File: src/pbg_pkg.sv
// Constants, register map and types for the port B pin block.
// Assumes one 250 MHz system clock and an 8-bit register port.
package pbg_pkg;

  // ****************************************************************
  // Widths and pin positions
  // ****************************************************************
  localparam int ADDR_W = 4;
  localparam int DATA_W = 8;
  localparam int PIN_N = 8;
  localparam int ANALOG_N = 5;
  localparam int CHANGE_N = 4;
  localparam int PIN_CAPTURE = 3;
  localparam int PIN_PROG_ENTRY = 5;
  localparam int PIN_PROG_CLOCK = 6;
  localparam int PIN_PROG_DATA = 7;

  // ****************************************************************
  // Register offsets
  // ****************************************************************
  localparam logic [3:0] OFS_PIN_LEVELS = 4'h0;
  localparam logic [3:0] OFS_OUTPUT_LATCH = 4'h1;
  localparam logic [3:0] OFS_DIRECTION = 4'h2;
  localparam logic [3:0] OFS_INT_MAIN = 4'h3;
  localparam logic [3:0] OFS_INT_EDGES = 4'h4;
  localparam logic [3:0] OFS_INT_EXTERNAL = 4'h5;
  localparam logic [3:0] OFS_ANALOG_CFG = 4'h6;
  localparam logic [3:0] OFS_IRQ_STATUS = 4'h7;
  localparam logic [3:0] OFS_IRQ_CLEAR = 4'h8;
  localparam logic [3:0] OFS_IRQ_ENABLE = 4'h9;

  // ****************************************************************
  // Implemented bits, reset values and field positions
  // ****************************************************************
  localparam logic [7:0] INT_MAIN_MASK = 8'hFF;
  localparam logic [7:0] INT_EDGES_MASK = 8'hF5;
  localparam logic [7:0] INT_EXTERNAL_MASK = 8'hDB;
  localparam logic [7:0] ANALOG_CFG_MASK = 8'h3F;
  localparam logic [7:0] LATCH_RST = 8'h00;
  localparam logic [7:0] DIRECTION_RST = 8'hFF;
  localparam logic [7:0] INT_MAIN_RST = 8'h00;
  localparam logic [7:0] INT_EDGES_RST = 8'hF5;
  localparam logic [7:0] INT_EXTERNAL_RST = 8'hC0;
  localparam logic [7:0] ANALOG_CFG_ALL_ANALOG = 8'h00;
  localparam logic [7:0] ANALOG_CFG_ALL_DIGITAL = 8'h0F;
  localparam int CHANGE_FLAG_BIT = 0;
  localparam int CHANGE_ENABLE_BIT = 3;
  localparam int PULLUP_OFF_BIT = 7;
  localparam int CHANGE_PRIO_BIT = 0;
  localparam int STAT_W = 2;
  localparam int STAT_CHANGE_BIT = 0;
  localparam int STAT_PROG_ENTRY_BIT = 1;
  localparam logic [1:0] STAT_RST = 2'h0;
  // Low pin i is analog while the converter field is below its limit
  localparam logic [3:0] ANALOG_LIMIT [ANALOG_N] = '{4'h3, 4'h5, 4'h7, 4'h6, 4'h4};

  // ****************************************************************
  // Types
  // ****************************************************************
  typedef enum logic [1:0] {
    PBG_ST_LOAD = 2'b01,
    PBG_ST_RUN = 2'b10
  } pbg_state_t;

endpackage : pbg_pkg

File: src/pbg_sense_if.sv
// Carrier between the port core and its pin sensing module.
// Assumes both ends run on the same system clock.
interface pbg_sense_if;
  logic [7:0] pin_sync;
  logic [3:0] compare_mask;
  logic recapture;
  logic mismatch;
  modport core (input pin_sync, input mismatch, output compare_mask, output recapture);
  modport sense (output pin_sync, output mismatch, input compare_mask, input recapture);
endinterface : pbg_sense_if

File: src/pbg_port.sv
// Port B pin block: latch, direction, pull-ups, analog choice,
// change detection and pin overrides for capture and programming.
// Assumes a register master that never waits and synchronous straps.
//
// Summary of operation
// - Output pin 4 drives its latch bit even when analog is selected.
// - Input pin 4 reads its level; pull-up when enabled; analog kills input.
// - Input pins 5 to 7 read levels, pull-up when global control cleared.
// - After reset low pins start analog or digital per the strap.
// - Pin select 0 routes capture unit 2 through pin 3 both ways.
// - Low-voltage programming makes pin 5 the mode entry input; port reads still show it.
// - Programming or debug makes pins 6 and 7 clock and data; port reads still show them.
// - Pin 7 is driven and sampled by the device; tool clocks pin 6.
// - Latch register reads and writes the latch, not the pins.
// - Unimplemented bits read 0 and ignore writes.
// - Input pins 4 to 7 compare to reference; OR sets change flag.
// - Port access recaptures the reference; mismatch keeps setting flag.
// - Pull-ups off after reset and on any output pin.
// - Direction 1 floats the driver; 0 drives the latch value.
//
// Chosen here: the address-and-strobe port and the register offsets.
module pbg_port
  import pbg_pkg::*;
(
  // Clock and reset
  input wire logic sys_clk,
  input wire logic reset_n,
  // Register port
  input wire logic [pbg_pkg::ADDR_W-1:0] reg_addr,
  input wire logic [pbg_pkg::DATA_W-1:0] reg_wdata,
  input wire logic reg_write,
  input wire logic reg_read,
  output logic [pbg_pkg::DATA_W-1:0] reg_rdata,
  // Configuration straps
  input wire logic por_analog_default,
  input wire logic capture_unit2_pin_select,
  input wire logic low_voltage_prog_enable,
  input wire logic debug_prog_enable,
  // Pins
  input wire logic [pbg_pkg::PIN_N-1:0] pin_in,
  output logic [pbg_pkg::PIN_N-1:0] pin_out,
  output logic [pbg_pkg::PIN_N-1:0] pin_oe,
  output logic [pbg_pkg::PIN_N-1:0] pin_pullup_en,
  output logic [pbg_pkg::ANALOG_N-1:0] pin_analog_en,
  // Capture unit 2
  input wire logic capture_unit2_compare,
  output logic capture_unit2_capture,
  // Programming engine
  input wire logic prog_data_drive,
  input wire logic prog_data_drive_en,
  output logic prog_data_sample,
  output logic prog_serial_clock,
  output logic prog_mode_entry,
  // Interrupts
  output logic irq,
  output logic port_change_irq_high,
  output logic port_change_irq_low
);

  // ****************************************************************
  // Decoding
  // ****************************************************************

  // Low pins that the converter field hands to analog
  function automatic logic [ANALOG_N-1:0] analog_mask(input logic [3:0] field);
    logic [ANALOG_N-1:0] mask;
    mask = '0;
    for (int i = 0; i < ANALOG_N; i++)
    begin
      mask[i] = (field < ANALOG_LIMIT[i]);
    end
    return mask;
  endfunction : analog_mask

  // ****************************************************************
  // State
  // ****************************************************************
  pbg_state_t state;
  pbg_state_t next_state;
  logic [7:0] latch;
  logic [7:0] next_latch;
  logic [7:0] direction;
  logic [7:0] next_direction;
  logic [7:0] int_main;
  logic [7:0] next_int_main;
  logic [7:0] int_edges;
  logic [7:0] next_int_edges;
  logic [7:0] int_external;
  logic [7:0] next_int_external;
  logic [7:0] analog_cfg;
  logic [7:0] next_analog_cfg;
  logic [STAT_W-1:0] irq_status;
  logic [STAT_W-1:0] next_irq_status;
  logic [STAT_W-1:0] irq_enable;
  logic [STAT_W-1:0] next_irq_enable;
  logic [7:0] next_rdata;
  logic entry_seen;
  logic change_seen;

  // Pin side next values
  logic [7:0] next_pin_out;
  logic [7:0] next_pin_oe;
  logic [7:0] next_pullup;
  logic [ANALOG_N-1:0] next_analog_en;
  logic next_capture;
  logic next_sample;
  logic next_prog_clock;
  logic next_entry;
  logic next_irq;
  logic next_irq_high;
  logic next_irq_low;

  // Shared decodes
  logic [ANALOG_N-1:0] analog_now;
  logic [7:0] analog_wide;
  logic [7:0] taken_over;
  logic [7:0] pin_read;
  logic port_access;

  pbg_sense_if sense ();

  pbg_change_sense u_sense (
    .sys_clk(sys_clk),
    .reset_n(reset_n),
    .pin_in(pin_in),
    .sense(sense)
  );

  // ****************************************************************
  // Overrides and pin read value
  // ****************************************************************

  // Pins claimed by programming drop out of the change comparison; port reads still show them
  always_comb
  begin
    analog_now = analog_mask(analog_cfg[3:0]);
    analog_wide = {3'h0, analog_now};
    taken_over = 8'h00;
    taken_over[PIN_PROG_ENTRY] = low_voltage_prog_enable;
    taken_over[PIN_PROG_CLOCK] = debug_prog_enable;
    taken_over[PIN_PROG_DATA] = debug_prog_enable;
    // Analog inputs read 0 since their digital buffer is off
    pin_read = sense.pin_sync & ~(analog_wide & direction);
  end

  // Any port access ends the mismatch; only live digital inputs compare
  assign port_access = (reg_read | reg_write) && (reg_addr == OFS_PIN_LEVELS);
  assign sense.recapture = port_access;
  assign sense.compare_mask = direction[7:4] & ~taken_over[7:4] & ~analog_wide[7:4];

  // Sticky events: a standing mismatch and a programming entry request
  assign change_seen = sense.mismatch;
  assign entry_seen = low_voltage_prog_enable && sense.pin_sync[PIN_PROG_ENTRY]
    && !prog_mode_entry;

  // ****************************************************************
  // Register next values
  // ****************************************************************
  always_comb
  begin
    next_state = state;
    next_latch = latch;
    next_direction = direction;
    next_int_main = int_main;
    next_int_edges = int_edges;
    next_int_external = int_external;
    next_analog_cfg = analog_cfg;
    next_irq_status = irq_status;
    next_irq_enable = irq_enable;
    next_rdata = 8'h00;
    // The strap is taken in the first cycle after reset is released
    case (state)
      PBG_ST_LOAD:
      begin
        if (por_analog_default)
        begin
          next_analog_cfg = ANALOG_CFG_ALL_ANALOG;
        end
        else
        begin
          next_analog_cfg = ANALOG_CFG_ALL_DIGITAL;
        end
        next_state = PBG_ST_RUN;
      end
      PBG_ST_RUN:
      begin
        next_state = PBG_ST_RUN;
      end
      default:
      begin
        next_state = PBG_ST_LOAD;
      end
    endcase
    // Writes keep only implemented bits
    if (reg_write)
    begin
      case (reg_addr)
        OFS_PIN_LEVELS: next_latch = reg_wdata;
        OFS_OUTPUT_LATCH: next_latch = reg_wdata;
        OFS_DIRECTION: next_direction = reg_wdata;
        OFS_INT_MAIN: next_int_main = reg_wdata & INT_MAIN_MASK;
        OFS_INT_EDGES: next_int_edges = reg_wdata & INT_EDGES_MASK;
        OFS_INT_EXTERNAL: next_int_external = reg_wdata & INT_EXTERNAL_MASK;
        OFS_ANALOG_CFG: next_analog_cfg = reg_wdata & ANALOG_CFG_MASK;
        OFS_IRQ_CLEAR: next_irq_status = irq_status & ~reg_wdata[STAT_W-1:0];
        OFS_IRQ_ENABLE: next_irq_enable = reg_wdata[STAT_W-1:0];
        default: next_latch = latch;
      endcase
    end
    // Hardware sets win over a clear in the same cycle
    if (change_seen)
    begin
      next_int_main[CHANGE_FLAG_BIT] = 1'b1;
      next_irq_status[STAT_CHANGE_BIT] = 1'b1;
    end
    if (entry_seen)
    begin
      next_irq_status[STAT_PROG_ENTRY_BIT] = 1'b1;
    end
    // Read data stands only in the cycle after the strobe
    if (reg_read)
    begin
      case (reg_addr)
        OFS_PIN_LEVELS: next_rdata = pin_read;
        OFS_OUTPUT_LATCH: next_rdata = latch;
        OFS_DIRECTION: next_rdata = direction;
        OFS_INT_MAIN: next_rdata = int_main;
        OFS_INT_EDGES: next_rdata = int_edges;
        OFS_INT_EXTERNAL: next_rdata = int_external;
        OFS_ANALOG_CFG: next_rdata = analog_cfg;
        OFS_IRQ_STATUS: next_rdata = {6'h00, irq_status};
        OFS_IRQ_ENABLE: next_rdata = {6'h00, irq_enable};
        default: next_rdata = 8'h00;
      endcase
    end
  end

  // Registers; pull-ups start off and low pins wait for the strap
  always_ff @(posedge sys_clk or negedge reset_n)
  begin
    if (!reset_n)
    begin
      state <= PBG_ST_LOAD;
      latch <= LATCH_RST;
      direction <= DIRECTION_RST;
      int_main <= INT_MAIN_RST;
      int_edges <= INT_EDGES_RST;
      int_external <= INT_EXTERNAL_RST;
      analog_cfg <= ANALOG_CFG_ALL_ANALOG;
      irq_status <= STAT_RST;
      irq_enable <= STAT_RST;
      reg_rdata <= 8'h00;
    end
    else
    begin
      state <= next_state;
      latch <= next_latch;
      direction <= next_direction;
      int_main <= next_int_main;
      int_edges <= next_int_edges;
      int_external <= next_int_external;
      analog_cfg <= next_analog_cfg;
      irq_status <= next_irq_status;
      irq_enable <= next_irq_enable;
      reg_rdata <= next_rdata;
    end
  end

  // ****************************************************************
  // Pin drive, pull-ups and side signals
  // ****************************************************************

  // Plain port behaviour per pin, then the overrides on top
  always_comb
  begin
    for (int i = 0; i < PIN_N; i++)
    begin
      next_pin_out[i] = latch[i];
      next_pin_oe[i] = ~direction[i];
      // Pull-up only on inputs, with the global control cleared
      next_pullup[i] = direction[i] & ~int_edges[PULLUP_OFF_BIT];
    end
    // Analog inputs lose their pull-up; output drive is untouched
    next_pullup[ANALOG_N-1:0] = next_pullup[ANALOG_N-1:0] & ~analog_now;
    next_analog_en = analog_now & direction[ANALOG_N-1:0];
    // Capture unit 2 on pin 3 when its select is low
    next_capture = 1'b0;
    if (!capture_unit2_pin_select)
    begin
      next_pin_out[PIN_CAPTURE] = capture_unit2_compare;
      next_capture = direction[PIN_CAPTURE] & sense.pin_sync[PIN_CAPTURE];
    end
    // Entry pin is a pure input while low-voltage programming is on
    next_entry = 1'b0;
    if (low_voltage_prog_enable)
    begin
      next_pin_oe[PIN_PROG_ENTRY] = 1'b0;
      next_pullup[PIN_PROG_ENTRY] = 1'b0;
      next_entry = sense.pin_sync[PIN_PROG_ENTRY];
    end
    // Clock comes from the tool; data is driven by the engine
    next_prog_clock = 1'b0;
    next_sample = 1'b0;
    if (debug_prog_enable)
    begin
      next_pin_oe[PIN_PROG_CLOCK] = 1'b0;
      next_pullup[PIN_PROG_CLOCK] = 1'b0;
      next_pin_out[PIN_PROG_DATA] = prog_data_drive;
      next_pin_oe[PIN_PROG_DATA] = prog_data_drive_en;
      next_pullup[PIN_PROG_DATA] = 1'b0;
      next_prog_clock = sense.pin_sync[PIN_PROG_CLOCK];
      next_sample = sense.pin_sync[PIN_PROG_DATA];
    end
    // Interrupt outputs: sticky status level and change request
    next_irq = |(irq_status & irq_enable);
    next_irq_high = int_main[CHANGE_FLAG_BIT] & int_main[CHANGE_ENABLE_BIT]
      & int_edges[CHANGE_PRIO_BIT];
    next_irq_low = int_main[CHANGE_FLAG_BIT] & int_main[CHANGE_ENABLE_BIT]
      & ~int_edges[CHANGE_PRIO_BIT];
  end

  // Every output leaves through a flop so pins see no glitches
  always_ff @(posedge sys_clk or negedge reset_n)
  begin
    if (!reset_n)
    begin
      pin_out <= 8'h00;
      pin_oe <= 8'h00;
      pin_pullup_en <= 8'h00;
      pin_analog_en <= 5'h00;
      capture_unit2_capture <= 1'b0;
      prog_data_sample <= 1'b0;
      prog_serial_clock <= 1'b0;
      prog_mode_entry <= 1'b0;
      irq <= 1'b0;
      port_change_irq_high <= 1'b0;
      port_change_irq_low <= 1'b0;
    end
    else
    begin
      pin_out <= next_pin_out;
      pin_oe <= next_pin_oe;
      pin_pullup_en <= next_pullup;
      pin_analog_en <= next_analog_en;
      capture_unit2_capture <= next_capture;
      prog_data_sample <= next_sample;
      prog_serial_clock <= next_prog_clock;
      prog_mode_entry <= next_entry;
      irq <= next_irq;
      port_change_irq_high <= next_irq_high;
      port_change_irq_low <= next_irq_low;
    end
  end

endmodule : pbg_port

File: src/pbg_change_sense.sv
// Pin synchroniser and change comparison against the reference taken at the last port read or write.
// Assumes pins are asynchronous to sys_clk before this module.
module pbg_change_sense
  import pbg_pkg::*;
(
  // Clock and reset
  input wire logic sys_clk,
  input wire logic reset_n,
  // Raw pins
  input wire logic [pbg_pkg::PIN_N-1:0] pin_in,
  // Core side
  pbg_sense_if.sense sense
);

  logic [PIN_N-1:0] meta;
  logic [PIN_N-1:0] pin_sync;
  logic [CHANGE_N-1:0] reference;
  logic [CHANGE_N-1:0] next_reference;

  // Reference follows the pins only when the port is read or written
  always_comb
  begin
    next_reference = reference;
    if (sense.recapture)
    begin
      next_reference = pin_sync[PIN_N-1:PIN_N-CHANGE_N];
    end
  end

  // Two flops per pin; the first is seen by the second only
  always_ff @(posedge sys_clk or negedge reset_n)
  begin
    if (!reset_n)
    begin
      meta <= 8'h00;
      pin_sync <= 8'h00;
      reference <= 4'h0;
    end
    else
    begin
      meta <= pin_in;
      pin_sync <= meta;
      reference <= next_reference;
    end
  end

  // Mismatches of enabled inputs are ORed into one level
  assign sense.mismatch = |((pin_sync[PIN_N-1:PIN_N-CHANGE_N] ^ reference)
    & sense.compare_mask);
  assign sense.pin_sync = pin_sync;

endmodule : pbg_change_sense

File: config.mk
export PLATFORM = sky130hd
export DESIGN_NAME = pbg_port
export DESIGN_NICKNAME = d
export VERILOG_FILES = /design/src/pbg_pkg.sv /design/src/pbg_sense_if.sv /design/src/pbg_port.sv /design/src/pbg_change_sense.sv
export SDC_FILE = /design/constraint.sdc
export NUM_CORES = 1
export LEC_CHECK = 0
export ABC_CLOCK_PERIOD_IN_PS = 3400
export BUFFER_PORTS_ARGS = -buffer_cell sky130_fd_sc_hd__clkbuf_2
export CAP_MARGIN = 20
export CELL_PAD_IN_SITES_DETAIL_PLACEMENT = 0
export CELL_PAD_IN_SITES_GLOBAL_PLACEMENT = 1
export CORE_MARGIN = 3
export CORE_UTILIZATION = 49
export DETAILED_ROUTE_END_ITERATION = 12
export GPL_TIMING_DRIVEN = 0
export PLACE_DENSITY_LB_ADDON = 0.2
export SYNTH_ARGS = -nofsm -noshare
export SYNTH_HDL_FRONTEND = slang
export SYNTH_SLANG_ARGS = --single-unit
File: constraint.sdc
create_clock -name sys_clk -period 3.4 [get_ports sys_clk]
set_input_delay 0.17 -clock sys_clk [delete_from_list [all_inputs] [get_ports sys_clk]]
set_output_delay 0.17 -clock sys_clk [all_outputs]
set_load 0.05 [all_outputs]
==> impl_metrics.csv <==
group,metric,value,unit
outcome,outcome,"completed",
synthesis,yosysSeqAreaShare,63.1,%
setup_path,r2r-start,"analog_cfg[3]",
timing,rsz0062_at_grt,"no",
floorplanning,die_area,10500,µm²
synthesis,syn_avg_cell_area,13.1,µm²
synthesis,yosysTopAreaCellShare,53.3,%
timing,skew,0.00699,ns
detailed_routing,drt_wl_total,10600,µm
setup_path,reg2reg_to,"irq_status[0]",
synthesis,syn_area,4560,µm²
global_routing,grt_use_total,22.3,%
setup_path,ff2ff_path_depth,5,
timing,drv_slew,0,
global_routing,antenna_found_initial,0,
timing,slew_headroom,41.8,%
synthesis,syn_nets,379,
final_layout,area_growth,29.5,%
setup_path,required,3.80,ns
final_layout,layout_common_cells,"dfrtp_1, clkbuf_2, mux2_2, dlygate4sd3_1, nand2_1",
power_and_ir_drop,powerDensity,753,nW/µm²
synthesis,async_flop_share,100,%
final_layout,n_antenna_cell,0,
setup_path,critPathKind,"reg -> reg",
clock_network,clk_pin_slew_worst_paths,0.06,ns
clock_network,clock-root-buffer,"clkbuf_8",
clock_network,htreeDepth,4,
synthesis,synth_edf_count,0,
setup_path,crit_fanout,9,
detailed_routing,drt_first_pass_iters,4,
clock_network,cts_tree,"built",
floorplanning,initial_utilization,51.3,%
timing,tns,0,ns
clock_network,insertion_delay,0.51,ns
hold_path,worstHoldPathType,"in -> reg",
synthesis,synth.ff_latch_count,114,
power_and_ir_drop,vdd_drop_max,548,µV
global_routing,grt_overflow_total,0,
placed_design,place_area,5060,µm²
setup_path,regToRegSetupSlack,1.46,ns
setup_path,crit_path_start_kind,"flop",
final_layout,drive_gt1_share,38.6,%
timing,fin_crit_sh,57.1,%
detailed_routing,drc_errors,0,
final_layout,nFillCells,687,
clock_network,cts_sinks,114,
hold_path,holdPathStages,4,
placed_design,portBuffers,72,
setup_path,worstPathArrival,2.34,ns
run,cap_violations,0,
clock_network,cts_setup_buffers,0,
detailed_routing,ant_nets,0,
power_and_ir_drop,p_leak,2.75,nW
synthesis,yosys-top-cells-area,"dfrtp_1, dfstp_2, mux2_2",
synthesis,synth-main-ff-cell,"dfrtp_1",
clock_network,cts-buffers-inserted,17,
setup_path,cp_slowest_cell,"o21ai_0",
hold_path,hold_end,"analog_cfg[1]",
detailed_routing,via_per_inst,5.38,
floorplanning,std_cell_rows,34,
setup_path,cpPeakStageDelay,0.43,ns
timing,max_freq,515,MHz
hold_path,hp-start,"por_analog_default",
timing,post-route-min-period,1.94,ns
global_routing,grt_first_pass_wirelength,17200,µm
synthesis,netlist-cell-type-count,50,
detailed_routing,wl_per_cell,18.3,µm
detailed_routing,num_vias,3119,
floorplanning,core-area,8890,µm²
setup_path,crit_chain,"clkbuf_1 > o21ai_0 > o32ai_1 > a221oi_1 > a21bo_2",
placed_design,dpl.hpwl,6910,µm
global_routing,grt_max_degree,115,
global_routing,grt_pass1_vias,3226,
floorplanning,die_w,102,µm
synthesis,synth_largest_area_cell,"dfrtp_1",
final_layout,layout_commonest_cell,"dfrtp_1",
floorplanning,num_io_pins,75,
placed_design,numPlacedInstances,527,
final_layout,instances_no_fill,580,
setup_path,cp-end-kind,"flop",
final_layout,final_area,5900,µm²
timing,tightest_slew,0.872,ns
final_layout,nets,491,
synthesis,synth_cells,347,
timing,finalHoldViolCount,0,
detailed_routing,drtIter0Drc,104,
timing,setup_viol,0,
synthesis,yosys_warnings,0,
floorplanning,die_h,102,µm
placed_design,gp_congestion,0.824,
clock_network,clockBufferDepth,2,
==> logic make-up (layout without fill, tap and decap cells) <==
logic type | after synthesis | in the layout | share of synthesized area, %
AND/OR/NAND/NOR | 88 | 88 | 11.0
AO/OA/AOI/OAI | 51 | 51 | 7.22
multiplexers | 58 | 58 | 14.4
XOR/XNOR | 4 | 4 | 0.769
flip-flops | 114 | 114 | 63.1
buffers and inverters | 31 | 156 | 3.21
adder cells (fa/ha/maj) | 1 | 1 | 0.275
==> worst max-delay path, delay by kind of cell, from the launching register on <==
kind                   cells  cell delay, ns
AOI/OAI and AO/OA          4            1.27
buffers and inverters      1            0.21
DFF                        1            0.36
==> routing by layer <==
layer	routed length (µm)	track usage, %	share of wire, %
met3	614	5.94	5.8
met4	97	7.67	0.91
met2	5150	34.1	48
met5	0	0	0
met1	4780	30.9	45
==> where the power goes <==
part,switching [mW],internal (mW)
Clock,0.643,1.22
Sequential,0.129,1.61
Combinational,0.554,0.283
==> timing repair <==
item	4_1_cts	5_1_grt
setup endpoints to repair	0	0
gates resized for setup	0	0
hold buffers	21	0
endpoints found under the hold margin	140	0
==> worst max path at each step <==
stage                  start         endpoint  slack (ns)
4_1_cts        analog_cfg[3]    irq_status[0]        1.40
3_3_place_gp         reset_n  u_sense.meta[3]        0.62
6_report       analog_cfg[3]    irq_status[0]        1.46
2_1_floorplan  analog_cfg[3]    irq_status[0]        1.99
5_1_grt        analog_cfg[3]    irq_status[0]        1.34
3_5_place_dp   analog_cfg[3]    irq_status[0]        1.47
==> metrics by stage <==
step	total power [mW]	worst slack, ns	util, %	hold WS (ns)
2_1_floorplan	2.33	1.99	-	-0.126
3_3_place_gp	2.57	0.623	56.8	0.278
3_5_place_dp	2.58	1.47	56.9	0.280
4_1_cts	4.48	1.40	66.4	0.0303
5_1_grt	4.63	1.34	66.4	0.0421
6_report	4.44	1.46	66.4	0.0355
==> cells in the mapped netlist, types with 2 or more instances <==
cell / count
nand2_1: 20
o31ai_1: 2
dfrtp_1: 97
o32ai_1: 2
buf_4: 4
a211oi_1: 4
o21ai_0: 11
nor3_1: 12
nand3b_1: 4
a31oi_1: 5
xor2_1: 2
and2_1: 4
nor2_1: 15
nand2b_1: 4
xnor2_1: 2
mux2i_1: 14
inv_1: 15
o21a_1: 2
nor3b_1: 4
a21oi_1: 13
mux2_4: 6
nor4bb_1: 2
a221oi_1: 2
nand3_1: 3
a22o_1: 2
a22oi_1: 3
nor2b_1: 6
or3_1: 2
nor4b_1: 2
clkbuf_1: 5
dfstp_2: 17
mux2_2: 38
buf_2: 6
==> flip-flops by register name, indices dropped and copies added (netlist names), 2 cells and up <==
signal,flops
analog_cfg,8
direction,8
int_main,8
latch,8
pin_oe,8
pin_out,8
pin_pullup_en,8
reg_rdata,8
u_sense.meta,8
u_sense.sense.pin_sync,8
int_edges,6
int_external,6
pin_analog_en,5
u_sense.reference,4
irq_enable,2
irq_status,2
state,2
==> final cells by class <==
type                    instances  area, µm²  area share [%]
well taps                     108        135            2.29
clock buffers                  18        428            7.25
repair buffers                 93        579            9.82
clock inverters                14        201            3.41
multi-input cells             202       1540            26.0
inverters                      15       56.3           0.954
flip-flops and latches        114       2870            48.7
plain buffers                  16       90.1            1.53
Power figures use the tool's default switching activity.
